===== src/rtl/gcu_pkg.sv =====
package gcu_pkg;
    // Register addresses of this slice
    localparam logic [7:0] GCU_ADDR_FACTORY = 8'h0A;
    localparam logic [7:0] GCU_ADDR_LBLED = 8'h0B;
    localparam logic [7:0] GCU_ADDR_RSVD = 8'h0C;
    localparam logic [7:0] GCU_ADDR_USER1 = 8'h0D;
    localparam logic [7:0] GCU_ADDR_USER2 = 8'h0E;
    localparam logic [7:0] GCU_ADDR_USER3 = 8'h0F;

    // Reset values
    localparam logic [7:0] GCU_RST_FACTORY = 8'h24;
    localparam logic [7:0] GCU_RST_USER = 8'h00;
    localparam logic [7:0] GCU_RST_RSVD = 8'h00;
    localparam logic [1:0] GCU_RST_LB_MODE = 2'h2;
    localparam logic GCU_RST_BIT = 1'h0;

    // Field positions of the loopback and LED control register
    localparam int GCU_BIT_RSVD_HI = 7;
    localparam int GCU_BIT_PWR_SAVE = 6;
    localparam int GCU_BIT_ERR_DROP = 5;
    localparam int GCU_BIT_TEST = 4;
    localparam int GCU_BIT_LB_HI = 3;
    localparam int GCU_BIT_LB_LO = 2;
    localparam int GCU_BIT_LED_LOW = 1;
    localparam int GCU_BIT_RSVD_LO = 0;

    // Indicator selection codes {high, low}
    localparam logic [1:0] GCU_LED_SEL_00 = 2'h0;
    localparam logic [1:0] GCU_LED_SEL_01 = 2'h1;
    localparam logic [1:0] GCU_LED_SEL_10 = 2'h2;

    localparam int GCU_NUM_PORTS = 3;
endpackage : gcu_pkg


===== src/rtl/gcu_global_ctrl.sv =====
`timescale 1ns/100ps
module gcu_global_ctrl
    import gcu_pkg::*;
#(
    parameter int NUM_PORTS = GCU_NUM_PORTS
) (
    // Clock and reset
    input wire logic clock_i,
    input wire logic rst_i,
    // Register port
    input wire logic [7:0] reg_addr_i,
    input wire logic reg_wr_i,
    input wire logic [7:0] reg_wdata_i,
    input wire logic reg_rd_i,
    output logic [7:0] reg_rdata_o,
    // Strap
    input wire logic strap_led_high_i,
    // Frame decision
    input wire logic frm_valid_i,
    input wire logic frm_oam_i,
    input wire logic frm_crc_err_i,
    input wire logic frm_undersize_i,
    input wire logic frm_oversize_i,
    output logic frm_loop_o,
    output logic frm_drop_o,
    // Core controls
    output logic phy_power_save_o,
    output logic test_mode_o,
    output logic [1:0] loopback_mode_select_o,
    output logic indicator_select_low_o,
    output logic indicator_select_high_o,
    // Port status
    input wire logic [NUM_PORTS-1:0] link_i,
    input wire logic [NUM_PORTS-1:0] act_i,
    input wire logic [NUM_PORTS-1:0] fdx_i,
    input wire logic [NUM_PORTS-1:0] col_i,
    input wire logic [NUM_PORTS-1:0] spd100_i,
    // Lamps
    output logic [NUM_PORTS-1:0] port_lamp_zero_o,
    output logic [NUM_PORTS-1:0] port_lamp_one_o,
    output logic [NUM_PORTS-1:0] port_lamp_two_o,
    output logic [NUM_PORTS-1:0] port_lamp_three_o
);
    typedef struct packed {
        logic [7:0] factory;
        logic power_save;
        logic err_drop;
        logic test_bit;
        logic [1:0] lb_mode;
        logic led_low;
        logic rsvd_lo;
        logic [7:0] user1;
        logic [7:0] user2;
        logic [7:0] user3;
        logic strap_taken;
        logic strap_high;
        logic [7:0] rdata;
        logic loop_p;
        logic drop_p;
    } gcu_state_t;

    gcu_state_t st_ff;
    gcu_state_t nxt_st;
    logic [7:0] ctrl_word;
    logic frm_err;

    // Readback of the control register; top bit reads zero
    always_comb begin
        ctrl_word = '0;
        ctrl_word[GCU_BIT_PWR_SAVE] = st_ff.power_save;
        ctrl_word[GCU_BIT_ERR_DROP] = st_ff.err_drop;
        ctrl_word[GCU_BIT_TEST] = st_ff.test_bit;
        ctrl_word[GCU_BIT_LB_HI:GCU_BIT_LB_LO] = st_ff.lb_mode;
        ctrl_word[GCU_BIT_LED_LOW] = st_ff.led_low;
        ctrl_word[GCU_BIT_RSVD_LO] = st_ff.rsvd_lo;
    end

    assign frm_err = frm_crc_err_i | frm_undersize_i | frm_oversize_i;

    always_comb begin
        nxt_st = st_ff;
        // Strap caught once, on the first edge after reset release
        if (!st_ff.strap_taken) begin
            nxt_st.strap_taken = 1'b1;
            nxt_st.strap_high = strap_led_high_i;
        end
        if (reg_wr_i) begin
            case (reg_addr_i)
                GCU_ADDR_FACTORY: nxt_st.factory = reg_wdata_i;
                GCU_ADDR_LBLED: begin
                    nxt_st.power_save = reg_wdata_i[GCU_BIT_PWR_SAVE];
                    nxt_st.err_drop = reg_wdata_i[GCU_BIT_ERR_DROP];
                    nxt_st.test_bit = reg_wdata_i[GCU_BIT_TEST];
                    nxt_st.lb_mode = reg_wdata_i[GCU_BIT_LB_HI:GCU_BIT_LB_LO];
                    nxt_st.led_low = reg_wdata_i[GCU_BIT_LED_LOW];
                    nxt_st.rsvd_lo = reg_wdata_i[GCU_BIT_RSVD_LO];
                end
                GCU_ADDR_USER1: nxt_st.user1 = reg_wdata_i;
                GCU_ADDR_USER2: nxt_st.user2 = reg_wdata_i;
                GCU_ADDR_USER3: nxt_st.user3 = reg_wdata_i;
                default: nxt_st.rsvd_lo = st_ff.rsvd_lo;
            endcase
        end
        // Read data shows stored state before any same-cycle write
        if (reg_rd_i) begin
            case (reg_addr_i)
                GCU_ADDR_FACTORY: nxt_st.rdata = st_ff.factory;
                GCU_ADDR_LBLED: nxt_st.rdata = ctrl_word;
                GCU_ADDR_RSVD: nxt_st.rdata = GCU_RST_RSVD;
                GCU_ADDR_USER1: nxt_st.rdata = st_ff.user1;
                GCU_ADDR_USER2: nxt_st.rdata = st_ff.user2;
                GCU_ADDR_USER3: nxt_st.rdata = st_ff.user3;
                default: nxt_st.rdata = '0;
            endcase
        end
        // Loopback filtering: OAM always dropped, errors only with err_drop
        nxt_st.drop_p = frm_valid_i & (frm_oam_i | (st_ff.err_drop & frm_err));
        nxt_st.loop_p = frm_valid_i & ~frm_oam_i & ~(st_ff.err_drop & frm_err);
    end

    always_ff @(posedge clock_i or posedge rst_i) begin
        if (rst_i) begin
            st_ff <= '0;
            st_ff.factory <= GCU_RST_FACTORY;
            st_ff.lb_mode <= GCU_RST_LB_MODE;
            st_ff.power_save <= GCU_RST_BIT;
            st_ff.user1 <= GCU_RST_USER;
            st_ff.user2 <= GCU_RST_USER;
            st_ff.user3 <= GCU_RST_USER;
        end else begin
            st_ff <= nxt_st;
        end
    end

    assign reg_rdata_o = st_ff.rdata;
    assign frm_loop_o = st_ff.loop_p;
    assign frm_drop_o = st_ff.drop_p;
    assign phy_power_save_o = st_ff.power_save;
    assign test_mode_o = st_ff.test_bit;
    assign loopback_mode_select_o = st_ff.lb_mode;
    assign indicator_select_low_o = st_ff.led_low;
    assign indicator_select_high_o = st_ff.strap_high;

    gcu_lamp_mux #(
        .NUM_PORTS(NUM_PORTS)
    ) u_lamp (
        .clock_i(clock_i),
        .rst_i(rst_i),
        .sel_i({st_ff.strap_high, st_ff.led_low}),
        .link_i(link_i),
        .act_i(act_i),
        .fdx_i(fdx_i),
        .col_i(col_i),
        .spd100_i(spd100_i),
        .port_lamp_zero_o(port_lamp_zero_o),
        .port_lamp_one_o(port_lamp_one_o),
        .port_lamp_two_o(port_lamp_two_o),
        .port_lamp_three_o(port_lamp_three_o)
    );

    // Checks
    a_drop_errored: assert property (@(posedge clock_i) disable iff (rst_i)
        frm_valid_i && st_ff.err_drop && frm_err |=> frm_drop_o && !frm_loop_o)
        else $error("errored frame not dropped with err_drop set");
    a_loop_errored: assert property (@(posedge clock_i) disable iff (rst_i)
        frm_valid_i && !st_ff.err_drop && !frm_oam_i |=> frm_loop_o && !frm_drop_o)
        else $error("frame not looped with err_drop clear");
    a_oam_dropped: assert property (@(posedge clock_i) disable iff (rst_i)
        frm_valid_i && frm_oam_i |=> frm_drop_o && !frm_loop_o)
        else $error("OAM frame not dropped");
    a_loop_good: assert property (@(posedge clock_i) disable iff (rst_i)
        frm_valid_i && !frm_oam_i && !frm_err |=> frm_loop_o)
        else $error("good frame not looped");
    a_strap_fixed: assert property (@(posedge clock_i) disable iff (rst_i)
        st_ff.strap_taken |=> $stable(indicator_select_high_o))
        else $error("high indicator select changed after strap capture");
    a_led_low_wr: assert property (@(posedge clock_i) disable iff (rst_i)
        reg_wr_i && reg_addr_i == GCU_ADDR_LBLED
        |=> indicator_select_low_o == $past(reg_wdata_i[GCU_BIT_LED_LOW]))
        else $error("low indicator select not taken from write");
    a_user_rdback: assert property (@(posedge clock_i) disable iff (rst_i)
        reg_wr_i && reg_addr_i == GCU_ADDR_USER2 ##1
        reg_rd_i && reg_addr_i == GCU_ADDR_USER2 && !reg_wr_i
        |=> reg_rdata_o == $past(reg_wdata_i, 2))
        else $error("user byte two readback mismatch");
    a_factory_hold: assert property (@(posedge clock_i) disable iff (rst_i)
        !(reg_wr_i && reg_addr_i == GCU_ADDR_FACTORY) |=> $stable(st_ff.factory))
        else $error("factory byte changed without a write");
    a_pwr_save_wr: assert property (@(posedge clock_i) disable iff (rst_i)
        reg_wr_i && reg_addr_i == GCU_ADDR_LBLED
        |=> phy_power_save_o == $past(reg_wdata_i[GCU_BIT_PWR_SAVE]))
        else $error("power save not taken from write");
    a_rsvd_zero: assert property (@(posedge clock_i) disable iff (rst_i)
        reg_rd_i && (reg_addr_i == GCU_ADDR_RSVD || reg_addr_i == GCU_ADDR_LBLED)
        |=> reg_rdata_o[GCU_BIT_RSVD_HI] == 1'b0)
        else $error("reserved bit read nonzero");
    a_frm_one_verdict: assert property (@(posedge clock_i) disable iff (rst_i)
        frm_valid_i |=> frm_loop_o != frm_drop_o)
        else $error("frame not given exactly one verdict");
    a_frm_idle_quiet: assert property (@(posedge clock_i) disable iff (rst_i)
        !frm_valid_i |=> !frm_loop_o && !frm_drop_o)
        else $error("loop or drop pulse without a frame");
    a_factory_wr: assert property (@(posedge clock_i) disable iff (rst_i)
        reg_wr_i && reg_addr_i == GCU_ADDR_FACTORY |=> st_ff.factory == $past(reg_wdata_i))
        else $error("factory byte not taken from write");
    a_user_one_wr: assert property (@(posedge clock_i) disable iff (rst_i)
        reg_wr_i && reg_addr_i == GCU_ADDR_USER1 |=> st_ff.user1 == $past(reg_wdata_i))
        else $error("user byte one not taken from write");
    a_user_three_wr: assert property (@(posedge clock_i) disable iff (rst_i)
        reg_wr_i && reg_addr_i == GCU_ADDR_USER3 |=> st_ff.user3 == $past(reg_wdata_i))
        else $error("user byte three not taken from write");
    a_rdata_hold: assert property (@(posedge clock_i) disable iff (rst_i)
        !reg_rd_i |=> $stable(reg_rdata_o))
        else $error("read data changed without a read");
    a_rsvd_read: assert property (@(posedge clock_i) disable iff (rst_i)
        reg_rd_i && reg_addr_i == GCU_ADDR_RSVD |=> reg_rdata_o == GCU_RST_RSVD)
        else $error("reserved register read nonzero");
    a_lamp_three_off: assert property (@(posedge clock_i) disable iff (rst_i)
        !(indicator_select_high_o && !indicator_select_low_o) |=> port_lamp_three_o == '0)
        else $error("lamp three lit outside its selection");
endmodule : gcu_global_ctrl


===== src/rtl/gcu_lamp_mux.sv =====
`timescale 1ns/100ps
module gcu_lamp_mux
    import gcu_pkg::*;
#(
    parameter int NUM_PORTS = GCU_NUM_PORTS
) (
    // Clock and reset
    input wire logic clock_i,
    input wire logic rst_i,
    // Selection
    input wire logic [1:0] sel_i,
    // Port status
    input wire logic [NUM_PORTS-1:0] link_i,
    input wire logic [NUM_PORTS-1:0] act_i,
    input wire logic [NUM_PORTS-1:0] fdx_i,
    input wire logic [NUM_PORTS-1:0] col_i,
    input wire logic [NUM_PORTS-1:0] spd100_i,
    // Lamps, lit when high
    output logic [NUM_PORTS-1:0] port_lamp_zero_o,
    output logic [NUM_PORTS-1:0] port_lamp_one_o,
    output logic [NUM_PORTS-1:0] port_lamp_two_o,
    output logic [NUM_PORTS-1:0] port_lamp_three_o
);
    typedef struct packed {
        logic [NUM_PORTS-1:0] l0;
        logic [NUM_PORTS-1:0] l1;
        logic [NUM_PORTS-1:0] l2;
        logic [NUM_PORTS-1:0] l3;
    } gcu_lamp_t;

    gcu_lamp_t st_ff;
    gcu_lamp_t nxt_st;

    always_comb begin
        nxt_st = '0;
        for (int p = 0; p < NUM_PORTS; p++) begin
            case (sel_i)
                GCU_LED_SEL_00: begin
                    nxt_st.l2[p] = link_i[p] & ~act_i[p];
                    nxt_st.l1[p] = fdx_i[p] | col_i[p];
                    nxt_st.l0[p] = spd100_i[p];
                end
                GCU_LED_SEL_01: begin
                    nxt_st.l2[p] = link_i[p] & ~act_i[p] & spd100_i[p];
                    nxt_st.l1[p] = link_i[p] & ~act_i[p] & ~spd100_i[p];
                    nxt_st.l0[p] = fdx_i[p];
                end
                GCU_LED_SEL_10: begin
                    nxt_st.l3[p] = act_i[p];
                    nxt_st.l2[p] = link_i[p];
                    nxt_st.l1[p] = fdx_i[p] | col_i[p];
                    nxt_st.l0[p] = spd100_i[p];
                end
                default: begin
                    nxt_st.l0[p] = 1'b0;
                end
            endcase
        end
    end

    always_ff @(posedge clock_i or posedge rst_i) begin
        if (rst_i) begin
            st_ff <= '0;
        end else begin
            st_ff <= nxt_st;
        end
    end

    assign port_lamp_zero_o = st_ff.l0;
    assign port_lamp_one_o = st_ff.l1;
    assign port_lamp_two_o = st_ff.l2;
    assign port_lamp_three_o = st_ff.l3;
endmodule : gcu_lamp_mux


===== config.mk =====
export PLATFORM = sky130hd
export DESIGN_NAME = gcu_global_ctrl
export DESIGN_NICKNAME = d
export VERILOG_FILES = /design/src/rtl/gcu_pkg.sv /design/src/rtl/gcu_global_ctrl.sv /design/src/rtl/gcu_lamp_mux.sv
export SDC_FILE = /design/constraint.sdc
export NUM_CORES = 1
export LEC_CHECK = 0
export ABC_CLOCK_PERIOD_IN_PS = 6300
export BUFFER_PORTS_ARGS = -buffer_cell sky130_fd_sc_hd__buf_4
export CORE_ASPECT_RATIO = 2
export CORE_MARGIN = 2
export CORE_UTILIZATION = 30
export DETAILED_ROUTE_END_ITERATION = 10
export SLEW_MARGIN = 5
export SYNTH_ARGS = -nofsm -noshare
export SYNTH_HDL_FRONTEND = slang
export SYNTH_SLANG_ARGS = --single-unit

===== constraint.sdc =====
create_clock -name clock_i -period 6.3 [get_ports clock_i]
set_clock_uncertainty 0.05 [all_clocks]
set_input_delay 1.26 -clock clock_i [delete_from_list [all_inputs] [get_ports clock_i]]
set_output_delay 1.26 -clock clock_i [all_outputs]
set_load 0.02 [all_outputs]

# == Word-level counts from Yosys, hierarchy flattened ==
# Index checks and enable logic that the tools add are counted.
# op_classes
add_sub_neg,0
n_mul,0
n_div,0
order_cmp,0
eq_ne,7
n_shift,0
mux,13
bitwise_logic,27
reduce_logical,7
# ops
cell,n
"== test 8 x 4 -> 1 bit, second input constant",5
one-hot mux 8 bit (5 select lines),1
AND 1 bit,13
one-hot mux 1 bit (2 select lines),6
AND reduction 2 bit,5
one-hot mux 1 bit (3 select lines),3
inverter 1 bit,8
bitwise OR 1 bit,6
two-way mux 1 bit,3
"== test 2 x 1 -> 1 bit, second input constant",1
"== test 2 bit, second input constant",1
logical NOT 2 bit,1
OR reduction 2 bit,1
# word_totals
reg_bits,63
latchBits,0
ram_bits,0
mem_bits_ro,0
inputBits,41
mem_count,0

# == Depth between registers and ports, before layout ==
# Gate-level depths: netlist of run 1.
# depth
depth_word,5
depth_mapped,5

# == Cells and area by module ==
# From an unflattened synthesis of run 1, not the netlist that was laid out.
# unflattened
hier_cells,222
area_unflattened_um2,2855.2
# modules_own_cells
module,n_inst,cells_per_inst,area_each_um2,seq_area_each_um2
gcu_global_ctrl,1,180,2363.5,1280.0
gcu_lamp_mux,1,42,491.7,300.3

# == Worst setup path before layout of run 1 ==
# OpenSTA, ideal clock, no wires.
# synth_path
path_kind,in2reg
startpoint,input port reg_addr_i[5]
endpoint,register st_ff[20] (netlist name)
setup_ns,0.125
arrival_ns,2.456
setup_slack_ns,3.670
cell_stages,3
cell_sequence,or3b_4 nor4b_4 mux2_2
# synth_between
elab_chain_len,2
# synth_lines
element,line_no,rtl
from (decl),gcu_global_ctrl.sv:11,"input wire logic [7:0] reg_addr_i,"
== test 8 x 4 -> 1 bit,gcu_global_ctrl.sv:88,case (reg_addr_i)
AND reduction 2 bit (no line),--,
to (signal assigned),gcu_global_ctrl.sv:131,st_ff <= nxt_st;
to (decl),gcu_global_ctrl.sv:62,gcu_state_t st_ff;
# No other way between the ends.
# A chain may end at the register's enable or synchronous reset.

# == Final worst setup path of run 1 ==
# layout_path
startpoint,input port reg_addr_i[1]
endpoint,"register st_ff, in the netlist reg_rdata_o[5]"
# layout_between
elab_chain_len,2
# layout_lines
element,line_no,rtl
== test 8 x 4 -> 1 bit,gcu_global_ctrl.sv:106,case (reg_addr_i)
one-hot mux 8 bit (5 select lines) (*),gcu_global_ctrl.sv:106,
# Every way passes the cells marked *; elsewhere a longest branch is shown, timed or not.

==> results.md, run 1 <==
- Status: finished clean
- Tcrit/Tclk final: 0.433
- Worst vdd ir: 138 uV
- Final Max Tran Viols: 0
- Final RePlAce weighted congestion: 0.739
- Power Dens Cells: 265 mW/mm^2
- Synth area leaders: dfrtp_1, mux2_2, mux4_2, buf_4, dfstp_2
- Die X: 72.5 microns
- Crit path DAT: 2.94 ns
- Htree depth: 3
- Critical setup path kind: in -> reg
- First-pass GRT wire length: 9660 microns
- Setup crit end kind: register
- Drt total wl: 6190 microns
- Vias in the first global route: 1965
- CTS max path bufs: 2
- Final instance area: 0.00361 sq mm
- DP Cell Count: 359
- Setup TNS: 0 ns
- Final #Nets: 307
- Finish-stage setup viols: 0
- Max-cap violations: 0
- Clk Latency, worst-skew pair: 0.32 ns
- Avg Vias per Cell: 4.99
- Total GRT Usage: 0.129
- Reg clk slew, reported paths: 0.05 ns
- Clk sinks: 63
- CTS root buffer: clkbuf_16
- HP Class: reg -> reg
- Die Span Y: 141 microns
- Cell Area, Placed: 0.00335 sq mm
- Synthesized instance count: 203
- Synth warn: 0
- Synth-to-layout area growth: 28.3%
- Diode count: 0
- CTS buffer count: 9
- Wire length per cell: 16.5 microns
- WP data required: 6.51 ns
- Initial antenna violation count: 0
- Sequential element share of the synthesized area: 0.562
- Final hold viol count: 0
- Post-Layout Cell Count: 375
- Worst-Margin Slew: 0.968 ns
- Die area: 0.0102 sq mm
- Quantity of gates resized following cts: 0
- CTS tree: done
- Initial DRC Count: 131
- Via count: 1873
- DR DRC count: 0
- Post-CTS setup buffers: 0
- Crit path time final: 2.73 ns
- Yosys top cell area share: 0.534
- Congestion Overflow GR: 0
- Fmax: 0.367 GHz
- Synthesized flop and latch total: 63
- Cell taking the most area after synthesis: dfrtp_1
- Starting Density: 0.304
- Net Count, Synth: 244
- Hold_buf cts: 0
- Top-level I/O count: 69
- Critical Path Source Type: input port
- Static Leak: 1.75 nW
- Netlist cell types: 32
- Largest net degree at the start of global routing: 64
- Netlist Area Pre-Place: 0.00281 sq mm
- DRT antenna net count: 0
- Syn Area/Cell: 13.8 sq um
- RSZ-0062 raised after global routing: no
- Layout cells sized above 1: 0.535
- Core area: 0.00926 sq mm
- Port Buffers: 68
- Drt first pass iters: 4
- CP max FO: 7
- Max-slew headroom: 0.349
- DP HPWL: 4490 microns
- Commonest non-fill, non-tap cell in the layout: buf_4
- FILL cells: 902
- Cell Rows: 50
- Most frequent cells in the layout: buf_4, dfrtp_1, mux2_2
## power by group
group | internal [mW] | switching, mW | leakage [nW]
clock network | 0.265 | 0.160 | 0.125
logic | 0.0489 | 0.0455 | 0.800
registers | 0.425 | 0.0112 | 0.830
## cell usage after synthesis
library cell,number
or3_2,1
nor4b_4,1
nand4b_1,1
dfstp_2,3
mux2i_1,1
nor3_1,4
a21o_1,1
nor4b_1,1
mux4_2,7
conb_1,1
clkbuf_1,4
and3_1,5
or4b_2,2
or3b_4,1
dfrtp_1,60
buf_2,2
buf_4,11
and2_1,4
inv_1,5
nor2_1,1
nand4_1,3
or3_1,1
a221o_2,7
o21ai_0,7
o32ai_1,1
mux2_2,40
nand3_1,4
nand2b_1,3
a21oi_1,4
nand2_1,4
nor2b_1,11
nor3b_2,2
## area by class of cell
class                      instances  area (sq um)  area share
sequential                        63          1580       0.438
multi-input combinational        118          1100       0.306
timing repair buffer              69           518       0.144
clock buffer                      14           244      0.0677
tap                              104           130      0.0361
inverter                           5          18.8     0.00520
clock inverter                     2          10.0     0.00278
## critical path: stages
cell and delay, ns:
buf_4 0.11, or3_2 0.48, nor3_1 0.79, a221o_2 0.29
## path summary, 6_finish.rpt
| path | startpoint | endpoint | slack, ns | depth (start not counted) |
|---|---|---|---|---|
| max | reg_addr_i[1] | reg_rdata_o[5] | 3.57 | 4 |
| max reg2reg | indicator_select_low_o | reg_rdata_o[1] | 4.73 | 2 |
| min in group asynchronous | rst_i | st_ff[11] | 1.13 | 3 |
| max in group asynchronous | rst_i | frm_loop_o | 4.54 | 3 |
| min reg2reg | st_ff[11] | indicator_select_high_o | 0.45 | 1 |
| min | st_ff[11] | indicator_select_high_o | 0.45 | 1 |
## per-stage QoR
stage / util / total power [mW] / setup WS [ns] / hold WS (ns)
floorplan: - / 0.491 / 3.43 / 0.424
global placement: 0.362 / 0.537 / 3.25 / 0.431
detailed placement: 0.362 / 0.540 / 3.22 / 0.441
CTS: 0.389 / 0.971 / 3.56 / 0.452
global route: 0.389 / 0.998 / 3.49 / 0.464
finish: 0.389 / 0.955 / 3.57 / 0.447
## routing by layer
| metal | GRT usage | vias to the layer above | share of wire |
|---|---|---|---|
| met4 | 0.0721 | 0 | 0.028 |
| met3 | 0.0529 | 11 | 0.067 |
| met1 | 0.122 | 927 | 0.35 |
| li1 | - | 859 | - |
| met5 | 0 | - | 0 |
| met2 | 0.228 | 76 | 0.56 |
## flip-flops by register name, indices dropped and copies added, names as in the netlist
name and flops:
u_lamp.port_lamp_two_o 3, ctrl_word 2, phy_power_save_o 1, u_lamp.port_lamp_one_o 3
frm_drop_o 1, frm_loop_o 1, loopback_mode_select_o 2, u_lamp.port_lamp_zero_o 3
test_mode_o 1, st_ff 33, indicator_select_high_o 1, u_lamp.port_lamp_three_o 3
reg_rdata_o 8, indicator_select_low_o 1
## logic make-up (layout without fill, tap and decap cells)
group	after synthesis	after routing	share of synthesized area
buffers and inverters	22	90	0.0449
other	1	1	0.00133
and+or+nand+nor	49	49	0.118
AOI/OAI and AO/OA	20	20	0.0534
muxes	48	48	0.220
DFF	63	63	0.562
Note: power is estimated with default switching activity, not from simulation.
==> inputs of run 2 (changes only) <==
ABC_AREA = 1   (was default)
ABC_CLOCK_PERIOD_IN_PS = 2790   (was 6300)
clock period = 2.79 ns   (was 6.3 ns; I/O delays follow)
==> results.md, run 2 <==
- Status: finished clean
- Async SR Flop Fraction: 1.00 (unchanged)
- Synthesized flop and latch total: 63 (unchanged)
- Drt first pass iters: 4 (unchanged)
- Final setup margin: 1.06 ns (-2.51 ns)
- First-pass GRT wire length: 12600 microns (+30%)
- DP HPWL: 5890 microns (+31%)
- Initial antenna violation count: 0 (unchanged)
- Total power: 2.59 mW (+170%)
- Wire length per cell: 14.0 microns (-15%)
- WP data required: 2.95 ns (-3.56 ns)
- Sequential Power Share: 0.394 (-0.063)
- Diode count: 0 (unchanged)
- HP Class: in -> reg
- Clk Latency, worst-skew pair: 0.33 ns (about the same)
- Int Power: 1.97 mW (+170%)
- Via count: 2477 (+32%)
- Cell Area, Placed: 0.00355 sq mm (+5.9%)
- Initial DRC Count: 173 (+32%)
- Core area: 0.00976 sq mm (+5.4%)
- Sequential element share of the synthesized area: 0.526 (-0.0358)
- RSZ-0062 raised after global routing: no
- Worst Hold Path Cells: 2 (+1)
- Max-slew headroom: 0.467 (+0.118)
- Finish-stage setup viols: 0 (unchanged)
- Post-Layout Cell Count: 546 (+46%)
- Synth warn: 0 (unchanged)
- Top FF cell, synth: dfrtp_1
- DP Cell Count: 530 (+48%)
- Setup TNS: 0 ns (unchanged)
- Net Switching: 0.616 mW (+180%)
- Congestion Overflow GR: 0 (unchanged)
- Number of synthesized flops with an enable pin: 0 (unchanged)
- Most flops, register: st_ff
- Sw Ratio: 0.238 (+0.0114)
- Quantity of gates resized following cts: 0 (unchanged)
- Netlist Area Pre-Place: 0.00300 sq mm (+6.8%)
- Largest net degree at the start of global routing: 64 (unchanged)
- Final Max Tran Viols: 0 (unchanged)
- Clk sinks: 63 (unchanged)
- Final RePlAce weighted congestion: 0.851 (+15%)
- Final hold viol count: 0 (unchanged)
- Avg Vias per Cell: 4.54 (-9.2%)
- Top-count cell post-synth: nand2_1
- Worst-Margin Slew: 0.799 ns (-0.169 ns)
- Drt total wl: 7630 microns (+23%)
- R2R depth: 3 (+1)
- Post-CTS setup buffers: 0 (unchanged)
- Utilization after layout: 0.399 (+0.00949)
- Die X: 74.7 microns (+3.2%)
- Reg clk slew, reported paths: 0.06 ns (about the same)
- Commonest non-fill, non-tap cell in the layout: nand2_1
- Syn Area/Cell: 8.60 sq um (-38%)
- Final #Nets: 450 (+47%)
- Crit path time final: 1.73 ns
- CTS max path bufs: 2 (unchanged)
- Synth-to-layout area growth: 29.7%
- Critical setup path kind: in -> reg
- Max-cap violations: 0 (unchanged)
- Die area: 0.0109 sq mm (+6.5%)
- Worst vdd ir: 383 uV (+180%)
- Die Span Y: 145 microns (+3.3%)
- FILL cells: 1009 (+12%)
- Vias in the first global route: 2565 (+31%)
- Hold_buf cts: 0 (unchanged)
- Setup crit end kind: register
- Fmax: 0.579 GHz
- Layout cells sized above 1: 0.239 (-0.296)
- Htree depth: 3 (unchanged)
- Net Count, Synth: 390 (+60%)
- DRT antenna net count: 0 (unchanged)
- CP max FO: 16 (+9)
- Gate power share: 0.107 (+0.008)
- CTS root buffer: clkbuf_16
- Power Dens Cells: 665 mW/mm^2 (+150%)
- Synth cell count leaders: nand2_1, dfrtp_1, inv_1, nand3_1, nor2_1
- Total GRT Usage: 0.156 (+0.0268)
- Static Leak: 1.96 nW (+12%)
- Crit path DAT: 1.89 ns (-1.05 ns)
- Yosys top cell area share: 0.500 (-0.0340)
- DP Worst Slack: 0.712 ns (-2.50 ns)
- Starting Density: 0.308 (+0.00393)
- Tcrit/Tclk final: 0.619
- WHS: 0.334 ns (-0.113 ns)
- Cell Rows: 51 (+2.0%)
- Netlist cell types: 21 (-34%)
- Final instance area: 0.00389 sq mm (+8.0%)
- Most frequent cells in the layout: nand2_1, buf_4, dfrtp_1
- Synth area leaders: dfrtp_1, nand2_1, nand3_1, inv_1, o21a_1
- Top-level I/O count: 69 (unchanged)
- Synthesized instance count: 349 (+72%)
- Largest register FFs: 33 (unchanged)
- Clock share of power: 0.499 (+0.055)
- Critical Path Source Type: input port
- Port Buffers: 68 (unchanged)
- CTS tree: done
- DR DRC count: 0 (unchanged)
- Cell taking the most area after synthesis: dfrtp_1
- CTS buffer count: 9 (unchanged)
## run 2: power groups by stage
stage	registers (mW)	clock network (mW)	logic, mW
after floorplan	1.05	0	0.144
after global placement	1.04	0	0.277
after detailed placement	1.04	0	0.283
after CTS	1.02	1.31	0.284
after global routing	1.03	1.37	0.307
final	1.02	1.29	0.277
## run 2: cells by family after synthesis
family | count (synthesis) | synth area share
AND/OR/NAND/NOR | 160 | 0.245
buffers and inverters | 65 | 0.103
flip-flops | 63 | 0.526
AO/OA/AOI/OAI | 60 | 0.124
other | 1 | 0.00125
## run 2: cell type report
type	instances	area [sq um]	share of cell area
clock inverter	7	121	0.0312
tap	132	165	0.0424
inverter	44	165	0.0424
clock buffer	9	225	0.0578
multi-input combinational	221	1110	0.286
sequential	63	1580	0.406
timing repair buffer	70	526	0.135
## run 2: per-layer routing
metal | vias to the layer above | global-route usage | wire [microns]
met3 | 14 | 0.0388 | 382
li1 | 1238 | - | -
met1 | 1162 | 0.169 | 2780
met2 | 63 | 0.268 | 4210
met5 | - | 0 | 0
met4 | 0 | 0.0813 | 252
## run 2: worst paths after layout
check | slack, ns | startpoint | to
min in group asynchronous | 0.41 | rst_i | u_lamp.port_lamp_one_o[2]
max in group asynchronous | 1.75 | rst_i | st_ff[26]
min | 0.33 | frm_oam_i | frm_loop_o
min reg2reg | 0.41 | st_ff[11] | indicator_select_high_o
max | 1.06 | reg_addr_i[5] | st_ff[22]
max reg2reg | 1.50 | indicator_select_high_o | u_lamp.port_lamp_one_o[2]
## run 2: worst max-delay path: stages
cell	delay [ns]
buf_4	0.11
nor2_1	0.14
nand2_2	0.18
nor4_4	0.62
nand2_1	0.13
o21a_1	0.15
==> inputs of run 3 (changes only) <==
ABC_CLOCK_PERIOD_IN_PS = 1510   (was 2790)
clock period = 1.51 ns   (was 2.79 ns; I/O delays follow)
==> results.md, run 3 (same netlist as run 2, synthesis figures left out) <==
- Die Span Y: 145 microns (unchanged)
- Top-level I/O count: 69 (unchanged)
- Critical Path Start: indicator_select_low_o
- Crit path time final: 1.42 ns
- Post-CTS setup buffers: 0 (unchanged)
- Critical setup path kind: reg -> out
- Largest register FFs: 33 (unchanged)
- Diode count: 0 (unchanged)
- WHS: -0.00191 ns (-0.336 ns)
- FILL cells: 1008 (-0.099%)
- Final Max Tran Viols: 0 (unchanged)
- Crit path DAT: 1.07 ns (-0.82 ns)
- Vias in the first global route: 2667 (+4.0%)
- DP HPWL: 6160 microns (+4.6%)
- CTS buffer count: 9 (unchanged)
- Congestion Overflow GR: 0 (unchanged)
- Final setup margin: 0.0892 ns (-0.974 ns)
- Clock share of power: 0.465 (-0.034)
- Int Power: 3.46 mW (+75%)
- Status: finished, violations left
- Net Switching: 1.08 mW (+76%)
- Power Dens Cells: 1120 mW/mm^2 (+68%)
- Cell Rows: 51 (unchanged)
- Drt first pass iters: 5 (+1)
- Clk sinks: 63 (unchanged)
- Sequential Power Share: 0.415 (+0.021)
- Tcrit/Tclk final: 0.941
- Synth-to-layout area growth: 35.4%
- Final instance area: 0.00407 sq mm (+4.4%)
- Avg Vias per Cell: 4.62 (+1.8%)
- Reg-to-reg startpoint: indicator_select_low_o
- RSZ-0062 raised after global routing: no
- Via count: 2600 (+5.0%)
- Critical Path Source Type: register
- Worst-Margin Slew: 0.526 ns (-0.273 ns)
- Max-cap violations: 0 (unchanged)
- Final #Nets: 467 (+3.8%)
- DP Cell Count: 547 (+3.2%)
- DRT antenna net count: 0 (unchanged)
- CTS root buffer: clkbuf_16
- CTS max path bufs: 2 (unchanged)
- DR DRC count: 0 (unchanged)
- Wire length per cell: 14.5 microns (+3.9%)
- Worst vdd ir: 721 uV (+88%)
- Static Leak: 2.04 nW (+4.3%)
- CP max FO: 5 (-11)
- Initial DRC Count: 146 (-16%)
- First-pass GRT wire length: 13200 microns (+5.0%)
- Most frequent cells in the layout: buf_4, nand2_1, dfrtp_1
- Fmax: 0.704 GHz
- Port Buffers: 68 (unchanged)
- Hold_buf cts: 0 (unchanged)
- Total GRT Usage: 0.163 (+0.00685)
- Reg clk slew, reported paths: 0.05 ns (about the same)
- Drt total wl: 8170 microns (+7.1%)
- Core area: 0.00976 sq mm (unchanged)
- Starting Density: 0.308 (unchanged)
- Die X: 74.7 microns (unchanged)
- HP Class: in -> async
- Max-slew headroom: 0.648 (+0.181)
- Most flops, register: st_ff
- Final hold viol count: 3 (+3)
- Final RePlAce weighted congestion: 0.824 (-3.1%)
- Quantity of gates resized following cts: 0 (unchanged)
- Finish-stage setup viols: 0 (unchanged)
- Post-Layout Cell Count: 563 (+3.1%)
- CTS tree: done
- Gate power share: 0.120 (+0.013)
- Largest net degree at the start of global routing: 64 (unchanged)
- Htree depth: 3 (unchanged)
- Commonest non-fill, non-tap cell in the layout: buf_4
- Cell Area, Placed: 0.00375 sq mm (+5.8%)
- Failing checks: negative hold slack
- Footprint of the multi-input gates: 0.00111 sq mm (unchanged)
- Sw Ratio: 0.239 (+0.000665)
- Clk Latency, worst-skew pair: 0.33 ns (about the same)
- Initial antenna violation count: 0 (unchanged)
- Sequential Area: 0.00158 sq mm (unchanged)
- WP data required: 1.16 ns (-1.79 ns)
- DP Worst Slack: -0.0411 ns (-0.753 ns)
- Setup crit end kind: primary output
- Die area: 0.0109 sq mm (unchanged)
- Layout cells sized above 1: 0.267 (+0.0277)
## run 3: routing by layer
| layer | vias up | part of all wire | global-route usage |
|---|---|---|---|
| li1 | 1275 | - | - |
| met1 | 1225 | 0.38 | 0.176 |
| met2 | 86 | 0.54 | 0.285 |
| met3 | 14 | 0.049 | 0.0464 |
| met4 | 0 | 0.031 | 0.0679 |
| met5 | - | 0 | 0 |
## run 3: area by class of cell
| type | count | share of cell area |
|---|---|---|
| clock inverter | 3 | 0.00985 |
| sequential | 63 | 0.389 |
| multi-input combinational | 221 | 0.274 |
| clock buffer | 13 | 0.0665 |
| inverter | 44 | 0.0416 |
| timing repair buffer | 87 | 0.179 |
| tap | 132 | 0.0406 |
## run 3: metrics by stage
stage	power, mW	hold WS, ns	util	setup TNS [ns]
4_1_cts	4.59	0.0245	0.416	0
2_1_floorplan	2.20	0.325	-	0
6_report	4.55	-0.00191	0.416	0
3_5_place_dp	2.47	0.374	0.385	-0.0748
5_1_grt	4.74	0.0471	0.416	0
3_3_place_gp	2.46	0.372	0.385	-0.0431
## run 3: final timing paths
check,endpoint,slack [ns],depth (start not counted)
worst min-delay path,st_ff[43],-0.002,3
max in group asynchronous,loopback_mode_select_o[1],1.07,3
min in group clock_i,frm_loop_o,0.09,2
worst min register to register,indicator_select_high_o,0.41,1
worst max register to register,u_lamp.port_lamp_two_o[2],0.34,3
worst max-delay path,indicator_select_low_o,0.09,2
## run 3: power by group through the flow
stage / combinational, mW / sequential [mW] / clock [mW]
after CTS: 0.555 / 1.89 / 2.15
after global placement: 0.543 / 1.91 / 0
final: 0.546 / 1.89 / 2.11
after detailed placement: 0.553 / 1.91 / 0
after floorplan: 0.266 / 1.94 / 0
after global routing: 0.601 / 1.90 / 2.24
## run 3: critical path, cell delays in order (launching register included)
cell,delay [ns]
dfrtp_1,0.42
buf_4,0.17
buf_4,0.15
